## src/rtl/omc_defs.svh

```systemverilog
// register offsets, reset values and field positions of the output macrocell block
`ifndef OMC_DEFS_SVH
`define OMC_DEFS_SVH

// byte addresses of the register words
`define OMC_OFS_CFG     8'h00
`define OMC_OFS_POL     8'h04
`define OMC_OFS_IO      8'h08
`define OMC_OFS_PRELOAD 8'h0C
`define OMC_OFS_STATUS  8'h10

// field positions inside the global configuration word
`define OMC_CFG_REG_SEL_BIT  0
`define OMC_CFG_ARCH_SEL_BIT 1

// field positions inside the status word
`define OMC_STAT_Q_LSB    0
`define OMC_STAT_MODE_LSB 8

// reset values
`define OMC_RST_CFG   2'h0
`define OMC_RST_POL   8'h00
`define OMC_RST_IO    8'h00
`define OMC_RST_Q     8'h00
`define OMC_RST_RDATA 32'h00000000

`endif

```

## src/rtl/omc_pkg.sv

```systemverilog
// types shared by the output macrocell block
package omc_pkg;

    // global macrocell mode, one for all cells
    typedef enum logic [1:0] {
        OMC_SIMPLE,
        OMC_COMPLEX,
        OMC_REGISTERED
    } omc_mode_t;

    // the two global architecture bits
    typedef struct packed {
        logic global_arch_select;
        logic register_mode_select;
    } omc_gcfg_t;

endpackage : omc_pkg

```

## src/rtl/omc_output_macrocell.sv

```systemverilog
// eight output macrocells with global mode, polarity and io configuration
//
// The placing of the registers and the address-and-strobe port were left to the implementer.
`timescale 1ns/1ps
`include "omc_defs.svh"

module omc_output_macrocell
    import omc_pkg::*;
#(
    parameter int NUM_CELLS = 8,
    parameter int PTERMS    = 8
) (
    // clock, reset, enable
    input  wire logic                        i_mclk,
    input  wire logic                        i_reset_n,
    input  wire logic                        i_ce,
    // register port
    input  wire logic [7:0]                  i_addr,
    input  wire logic [31:0]                 i_wdata,
    input  wire logic                        i_wr,
    input  wire logic                        i_rd,
    output logic      [31:0]                 o_rdata,
    // product terms from the and array, cell-major
    input  wire logic [NUM_CELLS*PTERMS-1:0] i_pterm,
    // feedback columns into the and array
    output logic      [NUM_CELLS-1:0]        o_array_fb,
    // dedicated pins: register clock / enable, or data inputs
    input  wire logic                        i_pin_clk,
    input  wire logic                        i_pin_oe_n,
    // macrocell pins, split into in, out and enable
    input  wire logic [NUM_CELLS-1:0]        i_cell_pin,
    output logic      [NUM_CELLS-1:0]        o_cell_out,
    output logic      [NUM_CELLS-1:0]        o_cell_oe,
    // current global mode
    output omc_mode_t                        o_mode
);

    // the pin routing below is drawn for exactly eight cells of eight terms
    if (NUM_CELLS != 8 || PTERMS != 8) begin : g_bad_size
        $error("omc_output_macrocell supports only 8 cells of 8 terms");
    end

    // inner pair: forced outputs in simple mode, where their pins are never fed back
    localparam int INNER_LO = NUM_CELLS / 2 - 1; // inner pair, low cell
    localparam int INNER_HI = NUM_CELLS / 2;     // inner pair, high cell

    // reset synchroniser: asserts at once, releases after two edges
    // every other process resets from this released copy
    logic rst_s1_r;
    logic rst_n;

    always_ff @(posedge i_mclk or negedge i_reset_n) begin
        if (!i_reset_n) begin
            rst_s1_r <= 1'b0;
            rst_n    <= 1'b0;
        end else begin
            rst_s1_r <= 1'b1;
            rst_n    <= rst_s1_r;
        end
    end

    // pins come from the board, unrelated to i_mclk
    // pin synchronisers, two flops each; only stage two is read
    logic [NUM_CELLS-1:0] pin_s1_r;   // first stage, cell pins
    logic [NUM_CELLS-1:0] pin_s2_r;   // settled cell pins
    logic                 clk_s1_r;   // first stage, clock pin
    logic                 clk_s2_r;   // settled clock pin
    logic                 clk_prev_r; // clock pin one cycle back
    logic                 oen_s1_r;   // first stage, enable pin
    logic                 oen_s2_r;   // settled enable pin
    logic                 clk_rise;   // rising edge of the clock pin

    always_ff @(posedge i_mclk or negedge rst_n) begin
        if (!rst_n) begin
            pin_s1_r   <= '0;
            pin_s2_r   <= '0;
            clk_s1_r   <= 1'b0;
            clk_s2_r   <= 1'b0;
            clk_prev_r <= 1'b0;
            oen_s1_r   <= 1'b1;
            oen_s2_r   <= 1'b1;
        end else if (i_ce) begin
            pin_s1_r   <= i_cell_pin;
            pin_s2_r   <= pin_s1_r;
            clk_s1_r   <= i_pin_clk;
            clk_s2_r   <= clk_s1_r;
            clk_prev_r <= clk_s2_r;
            oen_s1_r   <= i_pin_oe_n;
            oen_s2_r   <= oen_s1_r;
        end
    end

    // edge taken from the settled copy, never from stage one
    assign clk_rise = clk_s2_r & ~clk_prev_r;

    // configuration registers
    // two global plus sixteen per-cell bits make the whole configuration
    omc_gcfg_t            cfg_r;     // global architecture bits
    omc_gcfg_t            cfg_nxt;
    logic [NUM_CELLS-1:0] pol_r;     // per-cell polarity
    logic [NUM_CELLS-1:0] pol_nxt;
    logic [NUM_CELLS-1:0] io_r;      // per-cell io select
    logic [NUM_CELLS-1:0] io_nxt;
    logic [31:0]          rdata_r;   // read data, valid one cycle
    logic [31:0]          rdata_nxt;
    logic                 preload_wr; // software preload of the registers
    logic [NUM_CELLS-1:0] q_vec;     // packed register state
    omc_mode_t            mode;

    // mode decode: registered wins over complex
    // so cfg code 3 also selects registered mode
    always_comb begin
        if (cfg_r.register_mode_select) begin
            mode = OMC_REGISTERED;
        end else if (cfg_r.global_arch_select) begin
            mode = OMC_COMPLEX;
        end else begin
            mode = OMC_SIMPLE;
        end
    end

    // register writes and reads; address decode by if chain
    always_comb begin
        cfg_nxt    = cfg_r;
        pol_nxt    = pol_r;
        io_nxt     = io_r;
        rdata_nxt  = `OMC_RST_RDATA;
        preload_wr = 1'b0;
        if (i_wr) begin
            // writes: only the defined bits are stored
            if (i_addr == `OMC_OFS_CFG) begin
                cfg_nxt.register_mode_select = i_wdata[`OMC_CFG_REG_SEL_BIT];
                cfg_nxt.global_arch_select   = i_wdata[`OMC_CFG_ARCH_SEL_BIT];
            end else if (i_addr == `OMC_OFS_POL) begin
                pol_nxt = i_wdata[NUM_CELLS-1:0];
            end else if (i_addr == `OMC_OFS_IO) begin
                io_nxt = i_wdata[NUM_CELLS-1:0];
            end else if (i_addr == `OMC_OFS_PRELOAD) begin
                preload_wr = 1'b1;
            end
        end
        if (i_rd) begin
            // reads: unmapped addresses and reserved bits read zero
            if (i_addr == `OMC_OFS_CFG) begin
                rdata_nxt[`OMC_CFG_REG_SEL_BIT]  = cfg_r.register_mode_select;
                rdata_nxt[`OMC_CFG_ARCH_SEL_BIT] = cfg_r.global_arch_select;
            end else if (i_addr == `OMC_OFS_POL) begin
                rdata_nxt[NUM_CELLS-1:0] = pol_r;
            end else if (i_addr == `OMC_OFS_IO) begin
                rdata_nxt[NUM_CELLS-1:0] = io_r;
            end else if (i_addr == `OMC_OFS_STATUS) begin
                rdata_nxt[`OMC_STAT_Q_LSB +: NUM_CELLS] = q_vec;
                rdata_nxt[`OMC_STAT_MODE_LSB +: 2]      = mode;
            end
        end
    end

    // configuration registers; frozen while the enable is low
    always_ff @(posedge i_mclk or negedge rst_n) begin
        if (!rst_n) begin
            cfg_r   <= `OMC_RST_CFG;
            pol_r   <= `OMC_RST_POL;
            io_r    <= `OMC_RST_IO;
            rdata_r <= `OMC_RST_RDATA;
        end else if (i_ce) begin
            cfg_r   <= cfg_nxt;
            pol_r   <= pol_nxt;
            io_r    <= io_nxt;
            rdata_r <= rdata_nxt;
        end
    end

    // one macrocell per loop pass; cells 0 and 7 are the outer pair
    for (genvar g = 0; g < NUM_CELLS; g++) begin : g_cell
        // simple mode: array column g listens to the neighbouring pin
        // the outer cells carry the dedicated pins, so their index is clamped
        localparam int NB = (g == 0) ? 0 :
                            (g == NUM_CELLS - 1) ? g :
                            (g < NUM_CELLS / 2) ? g - 1 : g + 1;

        logic [PTERMS-1:0] pt;       // this cell's product terms
        logic              sum_all;  // or of all terms
        logic              sum_io;   // or of all but the enable term
        logic              oe_term;  // last term as output enable
        logic              q_r;      // macrocell register
        logic              q_nxt;
        logic              out_r;    // pin drive value
        logic              out_nxt;
        logic              oe_r;     // pin drive enable
        logic              oe_nxt;
        logic              fb_r;     // feedback column into the array
        logic              fb_nxt;

        assign pt = i_pterm[g*PTERMS +: PTERMS];

        // next values of the cell; the case is on the shared mode
        always_comb begin
            sum_all = |pt;
            sum_io  = |pt[PTERMS-2:0];
            oe_term = pt[PTERMS-1];
            // register holds unless a clock-pin edge or a preload comes
            q_nxt   = q_r;
            out_nxt = 1'b0;
            oe_nxt  = 1'b0;
            fb_nxt  = 1'b0;
            case (mode)
                OMC_REGISTERED: begin
                    if (!io_r[g]) begin
                        // registered cell: shared clock pin edge
                        if (clk_rise) begin
                            q_nxt = sum_all ^ pol_r[g];
                        end
                        out_nxt = q_nxt;
                        // enable pin only; low drives the pin
                        oe_nxt  = ~oen_s2_r;
                        fb_nxt  = q_nxt;
                    end else begin
                        // combinational io: seven terms, one for enable
                        out_nxt = sum_io ^ pol_r[g];
                        oe_nxt  = oe_term;
                        fb_nxt  = pin_s2_r[g];
                    end
                end
                OMC_COMPLEX: begin
                    out_nxt = sum_io ^ pol_r[g];
                    oe_nxt  = oe_term;
                    if (g == 0) begin
                        fb_nxt = oen_s2_r;
                    end else if (g == NUM_CELLS - 1) begin
                        fb_nxt = clk_s2_r;
                    end else begin
                        fb_nxt = io_r[g] & pin_s2_r[g];
                    end
                end
                default: begin
                    // simple mode; the inner pair is always an output
                    if (io_r[g] && g != INNER_LO && g != INNER_HI) begin
                        oe_nxt = 1'b0;
                    end else begin
                        out_nxt = sum_all ^ pol_r[g];
                        oe_nxt  = 1'b1;
                    end
                    // outer columns carry the two dedicated pins
                    if (g == 0) begin
                        fb_nxt = oen_s2_r;
                    end else if (g == NUM_CELLS - 1) begin
                        fb_nxt = clk_s2_r;
                    end else begin
                        fb_nxt = pin_s2_r[NB];
                    end
                end
            endcase
            // preload overrides a clock edge in the same cycle
            if (preload_wr) begin
                q_nxt = i_wdata[g];
            end
        end

        // cell state; register cleared at reset
        // pin levels that come and go while frozen are never seen
        always_ff @(posedge i_mclk or negedge rst_n) begin
            if (!rst_n) begin
                q_r   <= 1'b0;
                out_r <= 1'b0;
                oe_r  <= 1'b0;
                fb_r  <= 1'b0;
            end else if (i_ce) begin
                q_r   <= q_nxt;
                out_r <= out_nxt;
                oe_r  <= oe_nxt;
                fb_r  <= fb_nxt;
            end
        end

        assign q_vec[g]      = q_r;
        assign o_cell_out[g] = out_r;
        assign o_cell_oe[g]  = oe_r;
        assign o_array_fb[g] = fb_r;
    end

    // outputs
    // mode follows the cfg flops, so it shows the cycle after a write
    assign o_rdata = rdata_r;
    assign o_mode  = mode;

endmodule : omc_output_macrocell

```

## config.mk

```make
export PLATFORM = sky130hd
export DESIGN_NAME = omc_output_macrocell
export DESIGN_NICKNAME = d
export VERILOG_FILES = /design/src/rtl/omc_pkg.sv /design/src/rtl/omc_output_macrocell.sv
export VERILOG_INCLUDE_DIRS = /design/src /design/src/rtl
export SDC_FILE = /design/constraint.sdc
export NUM_CORES = 1
export LEC_CHECK = 0
export BUFFER_PORTS_ARGS = -buffer_cell sky130_fd_sc_hd__buf_2
export CAP_MARGIN = 10
export CORE_AREA = 2 2 105 107
export DETAILED_ROUTE_END_ITERATION = 16
export DIE_AREA = 0 0 107 109
export PLACE_DENSITY_LB_ADDON = 0.05
export SLEW_MARGIN = 20
export SYNTH_ARGS = -nofsm -noshare
export SYNTH_HDL_FRONTEND = slang
export SYNTH_SLANG_ARGS = --single-unit
```

## constraint.sdc

```tcl
create_clock -name i_mclk -period 3.3 [get_ports i_mclk]
set_input_delay 0.825 -clock i_mclk [delete_from_list [all_inputs] [get_ports i_mclk]]
set_output_delay 0.825 -clock i_mclk [all_outputs]
set_load 0.01 [all_outputs]
```

==> results by group, run 1 <==
Synthesis
  – Top cells by count, synth: dfrtp_1, buf_4, o21ai_0
  – Largest cells by area after synthesis: dfrtp_1, mux2_2, buf_4
  – Synth area leader: dfrtp_1
  – Post-synthesis sequential area ratio: 39.60%
  – Post-Syn Area: 5251 um2
  – Asr flop ratio synth: 100.0%
  – Yosys warnings: 0
  – Unique masters post-synth: 56
  – Syn Inst Count: 572
  – Synth top area share: 38.60%
  – Top-count cell post-synth: dfrtp_1
  – Post-synth EDFFs: 0
  – Number of synthesized register bits: slightly above 80
  – Post-synth top flop: dfrtp_1
  – Synth Area per Inst: 9.181 um2

Timing
  – Actual slew at the worst max-slew pin: 816.0 ps
  – Setup TNS: 0 ps
  – Period utilisation layout: ~80%
  – Unrepaired setup endpoints after global routing: no
  – # setup viols final: 0
  – Max_slew headroom: 45.49%
  – Final hold violations: 0
  – Skew final: about 7.4 ps
  – Fmax: 0.3887 GHz
  – Minimum clock period: 2573 ps
  – Final hold slack: between 200 and 250 ps
  – Final Max Slew Viols: 0

Route
  – Routed WL: 14130 um
  – Pre-Repair DR Iteration Count: 4
  – DRT iter0 DRCs: between 200 and 300
  – Detailed-route DRC error count: 0
  – Via-per-instance ratio: about 5.8
  – Drt wl/cell: 17.46 um
  – Via count: 4732
  – Final ANT Viol Nets: 0

Place
  – # placed instances: just under 800
  – GP Congestion: ~0.86
  – Post-DP HPWL: 10290 um
  – Port-buffer cells: 130

Setup path
  – Cells on worst reg2reg path: 5
  – Largest fanout on the critical path: 8
  – Worst EP arrival: 2820 ps
  – Worst reg2reg endpoint: g_cell[2].out_r$_DFFE_PN0P_
  – CP Buf/Inv Count: 1
  – Setup CP Type: in -> reg
  – Launch point of the worst reg-to-reg path: cfg_r[0]$_DFFE_PN0P_
  – Slowest stage cell, crit path: or4_4
  – CP startpoint kind: input port
  – Worst Setup End Kind: flop
  – Reg2reg setup slack: approximately 1100 ps
  – CP top delay family: simple AND/OR/NAND/NOR gates
  – Critical-path cell list: buf_2 -> or4_4 -> nor3_1 -> nand4_2 -> mux2_2
  – Required time of the critical path: about 3500 ps
  – Worst path max stage delay: 560 ps

Floorplanning
  – Core area: 10600 um2
  – Row cnt: 38
  – Effective utilization at floorplan: 49.53%
  – DIE AREA: 11660 um2
  – I/O Pins: 177
  – Die X: roughly 110 um
  – Die Span Y: 109 um

Final layout
  – Final non-filler cell total: 809
  – Area of the multi-input gates: about 2700 um2
  – Nets: around 780
  – Layout cells sized above 1: ~30%
  – Storage cell area: ~2100 um2
  – Number of fill cells: 985
  – Area grow syn2layout: 14.01%
  – # diodes: 0

Power and ir drop
  – Peak supply drop: between 0.00015 and 0.0002 V
  – Design Power: 0.002388 W
  – P per Cell Area: roughly 400 nW/um2
  – Leakage: about 2.7 nW

Clocking
  – Maximum clock insertion buffer count: 2
  – Hold_buf cts: 0
  – Clock latency on the worst-skew pair: 360 ps
  – CTS resizes: 0
  – CTS tree: built
  – H-tree Lvls: 3
  – Clock Sinks: 83
  – Reg clk slew, reported paths: 80 ps
  – Root Driver: clkbuf_8
  – Setup Buffers After CTS: 0
  – TritonCTS buffer count: 9

Global route
  – Initial antenna violation count: 0
  – Grt total ovfl: 0
  – Global-route wire length before repair: 22800 um
  – Largest net degree at the start of global routing: 82
  – Number of global-route vias before repair: around 4600
  – GR Util All Layers: 25.18%

Min path
  – Worst min path class: in -> async

Status
  – Status: finished, final reports clean

Job
  – Max-Cap Viols: 0
## logic make-up after synthesis
logic type / Yosys count / share of synthesized area [%]
flip-flops: 83 / 39.60
multiplexers: 44 / 9.221
AO/OA/AOI/OAI: 148 / 19.16
AND/OR/NAND/NOR: 184 / 20.51
other: 2 / 0.1430
buffers and inverters: 111 / 11.37
## worst max path at each step
stage / to / slack (ps) / startpoint / depth (start not counted)
finish: pol_r[7]$_DFFE_PN0P_ / 730 / i_addr[7] / 5
global route: pol_r[6]$_DFFE_PN0P_ / 660 / i_addr[7] / 5
CTS: pol_r[3]$_DFFE_PN0P_ / 750 / i_addr[7] / 5
detailed placement: pol_r[6]$_DFFE_PN0P_ / 360 / i_addr[7] / 5
global placement: pol_r[5]$_DFFE_PN0P_ / 440 / i_addr[7] / 5
floorplan: g_cell[7].fb_r$_DFFE_PN0P_ / 740 / i_pterm[57] / 5
## through the flow
step	setup WS, ps	util (%)	area (um2)
5_1_grt	661.2	56.47	5987
4_1_cts	745.0	56.21	5959
2_1_floorplan	740.9	-	5330
6_report	727.5	56.47	5987
3_5_place_dp	362.1	54.24	5751
3_3_place_gp	438.2	54.24	5751
## cells in the final DEF, fill, tap and decap left out, types with 13 or more instances in the layout
cell	count
nor3_1	15
nand2_1	33
dfrtp_1	80
buf_2	130
inv_1	30
nor2_1	26
o21ai_0	36
a21oi_1	28
nor2b_1	13
or4_1	17
or3_1	14
conb_1	23
nor4_1	13
mux2_2	35
## power breakdown
group | leakage [nW] | switching, W | total (W) | internal [W]
clock | 0.103 | 0.000362 | 0.000786 | 0.000424
sequential | 1.02 | 0.0000837 | 0.00118 | 0.00110
combinational | 1.60 | 0.000229 | 0.000418 | 0.000189
## flip-flops by register name, indices dropped and copies added, names as in the netlist
signal / cells
clk_s2_r: 1
cfg_r: 2
g_cell.out_r: 8
oen_s1_r: 1
g_cell.oe_r: 8
rst_s1_r: 1
o_rdata: 10
oen_s2_r: 1
g_cell.q_r: 8
pin_s1_r: 8
rst_n: 1
g_cell.fb_r: 8
clk_prev_r: 1
clk_s1_r: 1
io_r: 8
pol_r: 8
pin_s2_r: 8
## layout make-up
class	instances	area share, %
repair buffers	141	12.58
well taps	140	2.926
inverters	30	1.881
multi-input cells	399	44.33
clock inverters	5	1.296
clock buffers	11	2.194
flip-flops and latches	83	34.80
## worst register-to-register path: stages, from the launching register on
cell      delay, ps
dfrtp_1         690
buf_4           390
nor4bb_1        400
nor4b_1         260
and3b_1         260
a21oi_1         140
## metal layers
layer | vias up | track usage, % | wire length [um]
li1 | 2260 | - | -
met1 | 2261 | 33.49 | 6129
met2 | 183 | 41.58 | 6779
met3 | 28 | 2.750 | 806
met4 | 0 | 11.60 | 413
met5 | - | 0 | 0
No activity file was read; power rests on OpenSTA's default activity.
==> inputs of run 2 (changes only) <==
--- a/config.mk
+++ b/config.mk
@@ -6,11 +6,12 @@
 export SDC_FILE = /design/constraint.sdc
 export NUM_CORES = 1
 export LEC_CHECK = 0
+export ABC_AREA = 1
 export BUFFER_PORTS_ARGS = -buffer_cell sky130_fd_sc_hd__buf_2
 export CAP_MARGIN = 10
-export CORE_AREA = 2 2 105 107
+export CORE_AREA = 2 2 110 112
 export DETAILED_ROUTE_END_ITERATION = 16
-export DIE_AREA = 0 0 107 109
+export DIE_AREA = 0 0 112 114
 export PLACE_DENSITY_LB_ADDON = 0.05
 export SLEW_MARGIN = 20
 export SYNTH_ARGS = -nofsm -noshare
==> constraint.sdc (replaced) <==
create_clock -name i_mclk -period 2.34 [get_ports i_mclk]
set_input_delay 0.585 -clock i_mclk [delete_from_list [all_inputs] [get_ports i_mclk]]
set_output_delay 0.585 -clock i_mclk [all_outputs]
set_load 0.01 [all_outputs]
==> run 2 against run 1 <==
Compared with the run above:
- clock skew barely moved
- first-iteration DRC count rose by 9.9%
- total power rose by 51%
- sequential share of layout area fell by 0.11 points
- worst setup slack got worse by 170 ps
- global-route usage fell by 1.7 points
- critical path type is now reg -> out
- clock power rose by 70%
- wire length rose by 2.7%
- clock-buffer cell count rose by 3
- core utilization fell by 5.2 points
- largest cell class unchanged
==> results by group, run 2 <==
Status
  – Status: finished, final reports clean (unchanged)

Final layout
  – # diodes: 0 (unchanged)
  – Most frequent cells in the layout: nand2_1, buf_2, nor2_1 (was buf_2, dfrtp_1, o21ai_0)
  – Commonest non-fill, non-tap cell in the layout: nand2_1 (was buf_2)
  – Max reg flops: 10 (unchanged)
  – Nets: 956 (was 783)
  – Fin area: 6006 um2 (was 5987 um2)
  – Layout cells sized above 1: 23.63% (was 29.90%)
  – Area grow syn2layout: 15.75% (was 14.01%)

Setup path
  – Worst Setup End Kind: output port (was flop)
  – Worst EP arrival: 1190 ps (was 2820 ps)
  – Worst reg2reg endpoint: g_cell[3].out_r$_DFFE_PN0P_ (was g_cell[2].out_r$_DFFE_PN0P_)
  – Reg2reg setup slack: 640 ps (was 1090 ps)
  – CP startpoint kind: flop (was input port)
  – Setup CP Type: reg -> out (was in -> reg)
  – Required time of the critical path: 1750 ps (was 3540 ps)
  – Largest fanout on the critical path: 7 (was 8)
  – Cells on worst reg2reg path: 8 (was 5)
  – Launch point of the worst reg-to-reg path: cfg_r[0]$_DFFE_PN0P_ (unchanged)

Floorplanning
  – I/O Pins: 177 (unchanged)
  – Effective utilization at floorplan: 44.31% (was 49.53%)
  – Die Span Y: 114 um (was 109 um)
  – Row cnt: 40 (was 38)
  – Core area: 11710 um2 (was 10600 um2)
  – Die X: 112 um (was 107 um)
  – DIE AREA: 12770 um2 (was 11660 um2)

Timing
  – Fmax: between 0.5 and 0.6 GHz
  – Max_slew headroom: 59.84% (was 45.49%)
  – Period utilisation layout: 75.98%
  – Final hold violations: 0 (unchanged)
  – Worst setup margin: 562.2 ps (was 727.5 ps)
  – Final Max Slew Viols: 0 (unchanged)
  – Skew final: 7.154 ps (was 7.445 ps)
  – # setup viols final: 0 (unchanged)
  – Minimum clock period: 1778 ps
  – Setup TNS: 0 ps (unchanged)
  – Unrepaired setup endpoints after global routing: no (unchanged)
  – Actual slew at the worst max-slew pin: 602.4 ps (was 816.0 ps)

Route
  – Detailed-route DRC error count: 0 (unchanged)
  – Routed WL: 14510 um (was 14130 um)
  – Via-per-instance ratio: 4.992 (was 5.849)
  – Via count: 4937 (was 4732)
  – Pre-Repair DR Iteration Count: 5 (was 4)
  – Drt wl/cell: 14.67 um (was 17.46 um)
  – Final ANT Viol Nets: 0 (unchanged)
  – DRT iter0 DRCs: 277 (was 252)

Clocking
  – Maximum clock insertion buffer count: 2 (unchanged)
  – Reg clk slew, reported paths: 60 ps (was 80 ps)
  – Root Driver: clkbuf_16 (was clkbuf_8)
  – Hold_buf cts: 0 (unchanged)
  – Setup Buffers After CTS: 0 (unchanged)
  – Clock Sinks: 83 (unchanged)
  – CTS tree: built (unchanged)
  – H-tree Lvls: 3 (unchanged)
  – CTS resizes: 0 (unchanged)
  – TritonCTS buffer count: 9 (unchanged)
  – Clock latency on the worst-skew pair: 340 ps (was 360 ps)

Synthesis
  – Synth Area per Inst: 7.108 um2 (was 9.181 um2)
  – Asr flop ratio synth: 100.0% (unchanged)
  – Synth top area share: 39.06% (was 38.60%)
  – Yosys warnings: 0 (unchanged)
  – Post-synth top flop: dfrtp_1 (unchanged)
  – Top-count cell post-synth: nand2_1 (was dfrtp_1)
  – Post-Syn Area: 5189 um2 (was 5251 um2)
  – Unique masters post-synth: 38 (was 56)
  – Synth area leader: dfrtp_1 (unchanged)
  – Number of synthesized register bits: 83 (unchanged)
  – Syn Inst Count: 730 (was 572)
  – Largest cells by area after synthesis: dfrtp_1, nand2_1, buf_4 (was dfrtp_1, mux2_2, buf_4)
  – Top cells by count, synth: nand2_1, nor2_1, dfrtp_1 (was dfrtp_1, buf_4, o21ai_0)
  – Post-synthesis sequential area ratio: 40.08% (was 39.60%)
  – Post-synth EDFFs: 0 (unchanged)

Global route
  – GR Util All Layers: 23.52% (was 25.18%)
  – Global-route wire length before repair: 23810 um (was 22800 um)
  – Initial antenna violation count: 1 (was 0)
  – Largest net degree at the start of global routing: 58 (was 82)
  – Number of global-route vias before repair: 4804 (was 4586)
  – Grt total ovfl: 0 (unchanged)

Min path
  – Worst min path class: in -> async (unchanged)

Power and ir drop
  – Peak supply drop: 0.0004264 V (was 0.0001793 V)
  – Combinational power share: 17.3% (was 17.5%)
  – Sequential Power Share: 45.5% (was 49.6%)
  – P_sw: 0.001032 W (was 0.0006742 W)
  – P per Cell Area: 598.8 nW/um2 (was 398.8 nW/um2)
  – Int Pwr: 0.002564 W (was 0.001713 W)
  – Leakage: 3.120 nW (was 2.728 nW)
  – Sw Share: 28.70% (was 28.24%)
  – Clock share of power: 37.1% (was 32.9%)

Place
  – GP Congestion: 0.8948 (was 0.8637)
  – Port-buffer cells: 130 (unchanged)
  – Dpl ws: 311.7 ps (was 362.1 ps)
  – Placed cell area: 5729 um2 (was 5751 um2)
  – Post-DP HPWL: 10580 um (was 10290 um)

Job
  – Max-Cap Viols: 0 (unchanged)
[run 2: layout make-up]
class / count / area [um2]
multi-input combinational: 519 / 2401
clock buffer: 14 / 264.0
fill: 1188 / 5705
clock inverter: 2 / 12.51
sequential: 83 / 2083
timing repair buffer: 141 / 745.7
tap: 147 / 183.9
inverter: 83 / 315.3
[run 2: power groups by stage]
stage                     clock network [W]  logic, W  registers [W]
after detailed placement                  0  0.000625        0.00166
after CTS                           0.00137  0.000628        0.00164
after floorplan                           0  0.000461        0.00165
final                               0.00134  0.000624        0.00164
after global placement                    0  0.000614        0.00166
after global routing                0.00143  0.000717        0.00166
[run 2: how the worst max path moves through the flow]
stage | start | endpoint | slack [ps]
global route | cfg_r[0]$_DFFE_PN0P_ | g_cell[3].out_r$_DFFE_PN0P_ | 470
CTS | cfg_r[0]$_DFFE_PN0P_ | o_mode[0] | 550
finish | cfg_r[0]$_DFFE_PN0P_ | o_mode[0] | 560
detailed placement | i_addr[1] | io_r[1]$_DFFE_PN0P_ | 310
global placement | i_addr[1] | io_r[2]$_DFFE_PN0P_ | 370
floorplan | i_addr[7] | pol_r[5]$_DFFE_PN0P_ | 770
[run 2: kinds of logic after synthesis]
logic type / after synthesis / synth area share (%)
buffers and inverters: 149 / 15.17
AO/OA/AOI/OAI: 131 / 15.36
flip-flops: 83 / 40.08
AND/OR/NAND/NOR: 363 / 28.91
XOR/XNOR: 2 / 0.3377
other: 2 / 0.1447
[run 2: per-stage QoR]
step                total power, W  util, %  hold WS [ps]  cells
floorplan                 0.002109        -         289.4    751
global placement          0.002275    48.92         337.8    973
detailed placement        0.002290    48.92         345.2    973
CTS                       0.003636    51.28         10.91    989
global route              0.003802    51.28         9.997    989
finish                    0.003596    51.28         18.38    989
[run 2: worst max-delay path, cell delays in order, from the launching register on]
cell	delay, ps
dfrtp_1	490
nor2_2	200
buf_2	160
[run 2: metal layers]
| layer | global-route usage (%) | vias to the layer above | share of wire (%) |
|---|---|---|---|
| met3 | 3.826 | 17 | 7.5 |
| li1 | - | 2474 | - |
| met1 | 31.23 | 2262 | 44 |
| met4 | 7.154 | 0 | 1.3 |
| met2 | 39.88 | 184 | 47 |
| met5 | 0 | - | 0 |
==> inputs of run 3 (changes only) <==
--- a/config.mk
+++ b/config.mk
@@ -9,9 +9,9 @@
 export ABC_AREA = 1
 export BUFFER_PORTS_ARGS = -buffer_cell sky130_fd_sc_hd__buf_2
 export CAP_MARGIN = 10
-export CORE_AREA = 2 2 110 112
+export CORE_AREA = 2 2 104 106
 export DETAILED_ROUTE_END_ITERATION = 16
-export DIE_AREA = 0 0 112 114
+export DIE_AREA = 0 0 106 108
 export PLACE_DENSITY_LB_ADDON = 0.05
 export SLEW_MARGIN = 20
 export SYNTH_ARGS = -nofsm -noshare
==> constraint.sdc (replaced) <==
create_clock -name i_mclk -period 1.65 [get_ports i_mclk]
set_input_delay 0.4125 -clock i_mclk [delete_from_list [all_inputs] [get_ports i_mclk]]
set_output_delay 0.4125 -clock i_mclk [all_outputs]
set_load 0.01 [all_outputs]
==> run 3 against run 2 <==
Compared with the run above:
- combinational power increased by 48%
- largest power group unchanged
- sequential cell count unchanged
- clock skew increased by 8.5 ps
- critical path type unchanged
==> results by group, run 3 (synthesis results as in run 2) <==
Final layout
  – Number of fill cells: 1004 (was 1188)
  – Commonest non-fill, non-tap cell in the layout: nand2_1 (unchanged)
  – Max reg flops: 10 (unchanged)
  – Final core utilization: 59.92% (was 51.28%)
  – Nets: 980 (was 956)
  – Final non-filler cell total: 1002 (was 989)
  – Most frequent cells in the layout: nand2_1, buf_2, nor2_1 (unchanged)
  – # diodes: 0 (unchanged)
  – Area grow syn2layout: 18.16% (was 15.75%)
  – Layout cells sized above 1: 25.98% (was 23.63%)

Place
  – Port-buffer cells: 130 (unchanged)
  – Post-DP HPWL: 10310 um (was 10580 um)
  – Dpl ws: -70.03 ps (was 311.7 ps)
  – # placed instances: 984 (was 973)
  – GP Congestion: 0.9017 (was 0.8948)

Setup path
  – Worst path max stage delay: 510 ps (was 490 ps)
  – Largest fanout on the critical path: 5 (was 7)
  – CP startpoint kind: flop (unchanged)
  – CP top delay family: flip-flops (unchanged)
  – Worst EP arrival: 1160 ps (was 1190 ps)
  – CP Buf/Inv Count: 2 (was 1)
  – Worst Setup End Kind: output port (unchanged)
  – Cells on worst reg2reg path: 8 (unchanged)
  – CP Depth: 2 (unchanged)
  – Slowest stage cell, crit path: dfrtp_1 (unchanged)
  – Required time of the critical path: 1240 ps (was 1750 ps)
  – Critical-path cell list: buf_4 -> buf_2 (was nor2_2 -> buf_2)
  – Setup CP Type: reg -> out (unchanged)

Clocking
  – Clock Sinks: 83 (unchanged)
  – Root Driver: clkbuf_8 (was clkbuf_16)
  – Reg clk slew, reported paths: 90 ps (was 60 ps)
  – H-tree Lvls: 3 (unchanged)
  – Clock latency on the worst-skew pair: 360 ps (was 340 ps)
  – TritonCTS buffer count: 9 (unchanged)
  – Maximum clock insertion buffer count: 2 (unchanged)
  – CTS tree: built (unchanged)

Route
  – DRT iter0 DRCs: 310 (was 277)
  – Via-per-instance ratio: 5.113 (was 4.992)
  – Pre-Repair DR Iteration Count: 6 (was 5)
  – Final ANT Viol Nets: 0 (unchanged)
  – Via count: 5123 (was 4937)
  – Drt wl/cell: 14.04 um (was 14.67 um)
  – Routed WL: 14070 um (was 14510 um)
  – Detailed-route DRC error count: 0 (unchanged)

Status
  – Status: finished, final reports clean (unchanged)

Timing
  – Skew final: 15.61 ps (was 7.154 ps)
  – Final hold violations: 0 (unchanged)
  – Unrepaired setup endpoints after global routing: no (unchanged)
  – Setup TNS: 0 ps (unchanged)
  – Worst setup margin: 74.04 ps (was 562.2 ps)
  – # setup viols final: 0 (unchanged)
  – Minimum clock period: 1576 ps
  – Fmax: 0.6345 GHz
  – Final Max Slew Viols: 0 (unchanged)
  – Period utilisation layout: 95.51%

Floorplanning
  – I/O Pins: 177 (unchanged)
  – Row cnt: 37 (was 40)
  – Die Span Y: 108 um (was 114 um)
  – Core area: 10230 um2 (was 11710 um2)
  – Effective utilization at floorplan: 50.72% (was 44.31%)
  – DIE AREA: 11450 um2 (was 12770 um2)
  – Die X: 106 um (was 112 um)

Global route
  – GR Util All Layers: 25.60% (was 23.52%)
  – Largest net degree at the start of global routing: 82 (was 58)
  – Number of global-route vias before repair: 4767 (was 4804)
  – Global-route wire length before repair: 22940 um (was 23810 um)
  – Initial antenna violation count: 0 (was 1)
  – Grt total ovfl: 0 (unchanged)

Job
  – Max-Cap Viols: 0 (unchanged)

Power and ir drop
  – P per Cell Area: 770.0 nW/um2 (was 598.8 nW/um2)
  – Design Power: 0.004721 W (was 0.003596 W)
  – Leakage: 3.215 nW (was 3.120 nW)
  – Peak supply drop: 0.0004666 V (was 0.0004264 V)

Min path
  – Hold depth: 3
  – Worst min path class: in -> reg (was in -> async)
run 3: cell types whose count changed in the layout (fill, tap and decap cells not counted), moves of 2 or more:
cell and change:
buf_12 +2, buf_4 +21, clkbuf_16 -9, clkinv_4 +2, clkbuf_1 -3, clkbuf_8 +8
run 3: where the power goes:
part,total (W),switching [W],internal [W]
registers,0.00230,0.000102,0.00220
logic,0.000922,0.000572,0.000350
clock network,0.00150,0.000757,0.000741
run 3: area by class of cell:
type                    instances  area, um2  share of cell area, %
multi-input cells             519       2406                  39.24
flip-flops and latches         83       2083                  33.98
repair buffers                165      953.4                  15.55
inverters                      83      315.3                  5.143
well taps                     136      170.2                  2.776
clock buffers                  10      137.6                  2.245
clock inverters                 6      65.06                  1.061
run 3: per-stage QoR:
step	cell area, um2	hold WS [ps]
floorplan	5269	116.9
global placement	5906	197.4
detailed placement	5906	200.1
CTS	6131	245.2
global route	6131	262.5
finish	6131	249.8
run 3: worst register-to-register path, delay by kind of cell (launching register included):
family	cells	cell delay, ps
AND/OR/NAND/NOR	6	650
buffers and inverters	2	280
flip-flops	1	510
run 3: metal layers:
layer	global-route usage, %	up-vias	part of all wire [%]
li1	-	2523	-
met1	34.76	2347	42
met2	43.04	221	48
met5	0	-	0
met4	9.211	0	2.4
met3	2.532	32	7.1
run 3: worst paths after layout:
kind | from | endpoint | slack (ps)
min reg2reg | rst_n$_DFF_PN0_ | pol_r[5]$_DFFE_PN0P_ | 320
min in group asynchronous | rst_n$_DFF_PN0_ | pol_r[5]$_DFFE_PN0P_ | 320
max reg2reg | cfg_r[0]$_DFFE_PN0P_ | g_cell[3].out_r$_DFFE_PN0P_ | 120
max | cfg_r[0]$_DFFE_PN0P_ | o_mode[1] | 70
min | i_cell_pin[0] | pin_s1_r[0]$_DFFE_PN0P_ | 250
max in group asynchronous | rst_n$_DFF_PN0_ | oen_s2_r$_DFFE_PN1P_ | 900
run 3: timing repair:
action                                  in CTS  in global routing
hold endpoints to repair                     2                  0
endpoints found under the setup margin       1                  0
buffers inserted                             1                  0
hold buffers                                 1                  0
gates resized for setup                      1                  0
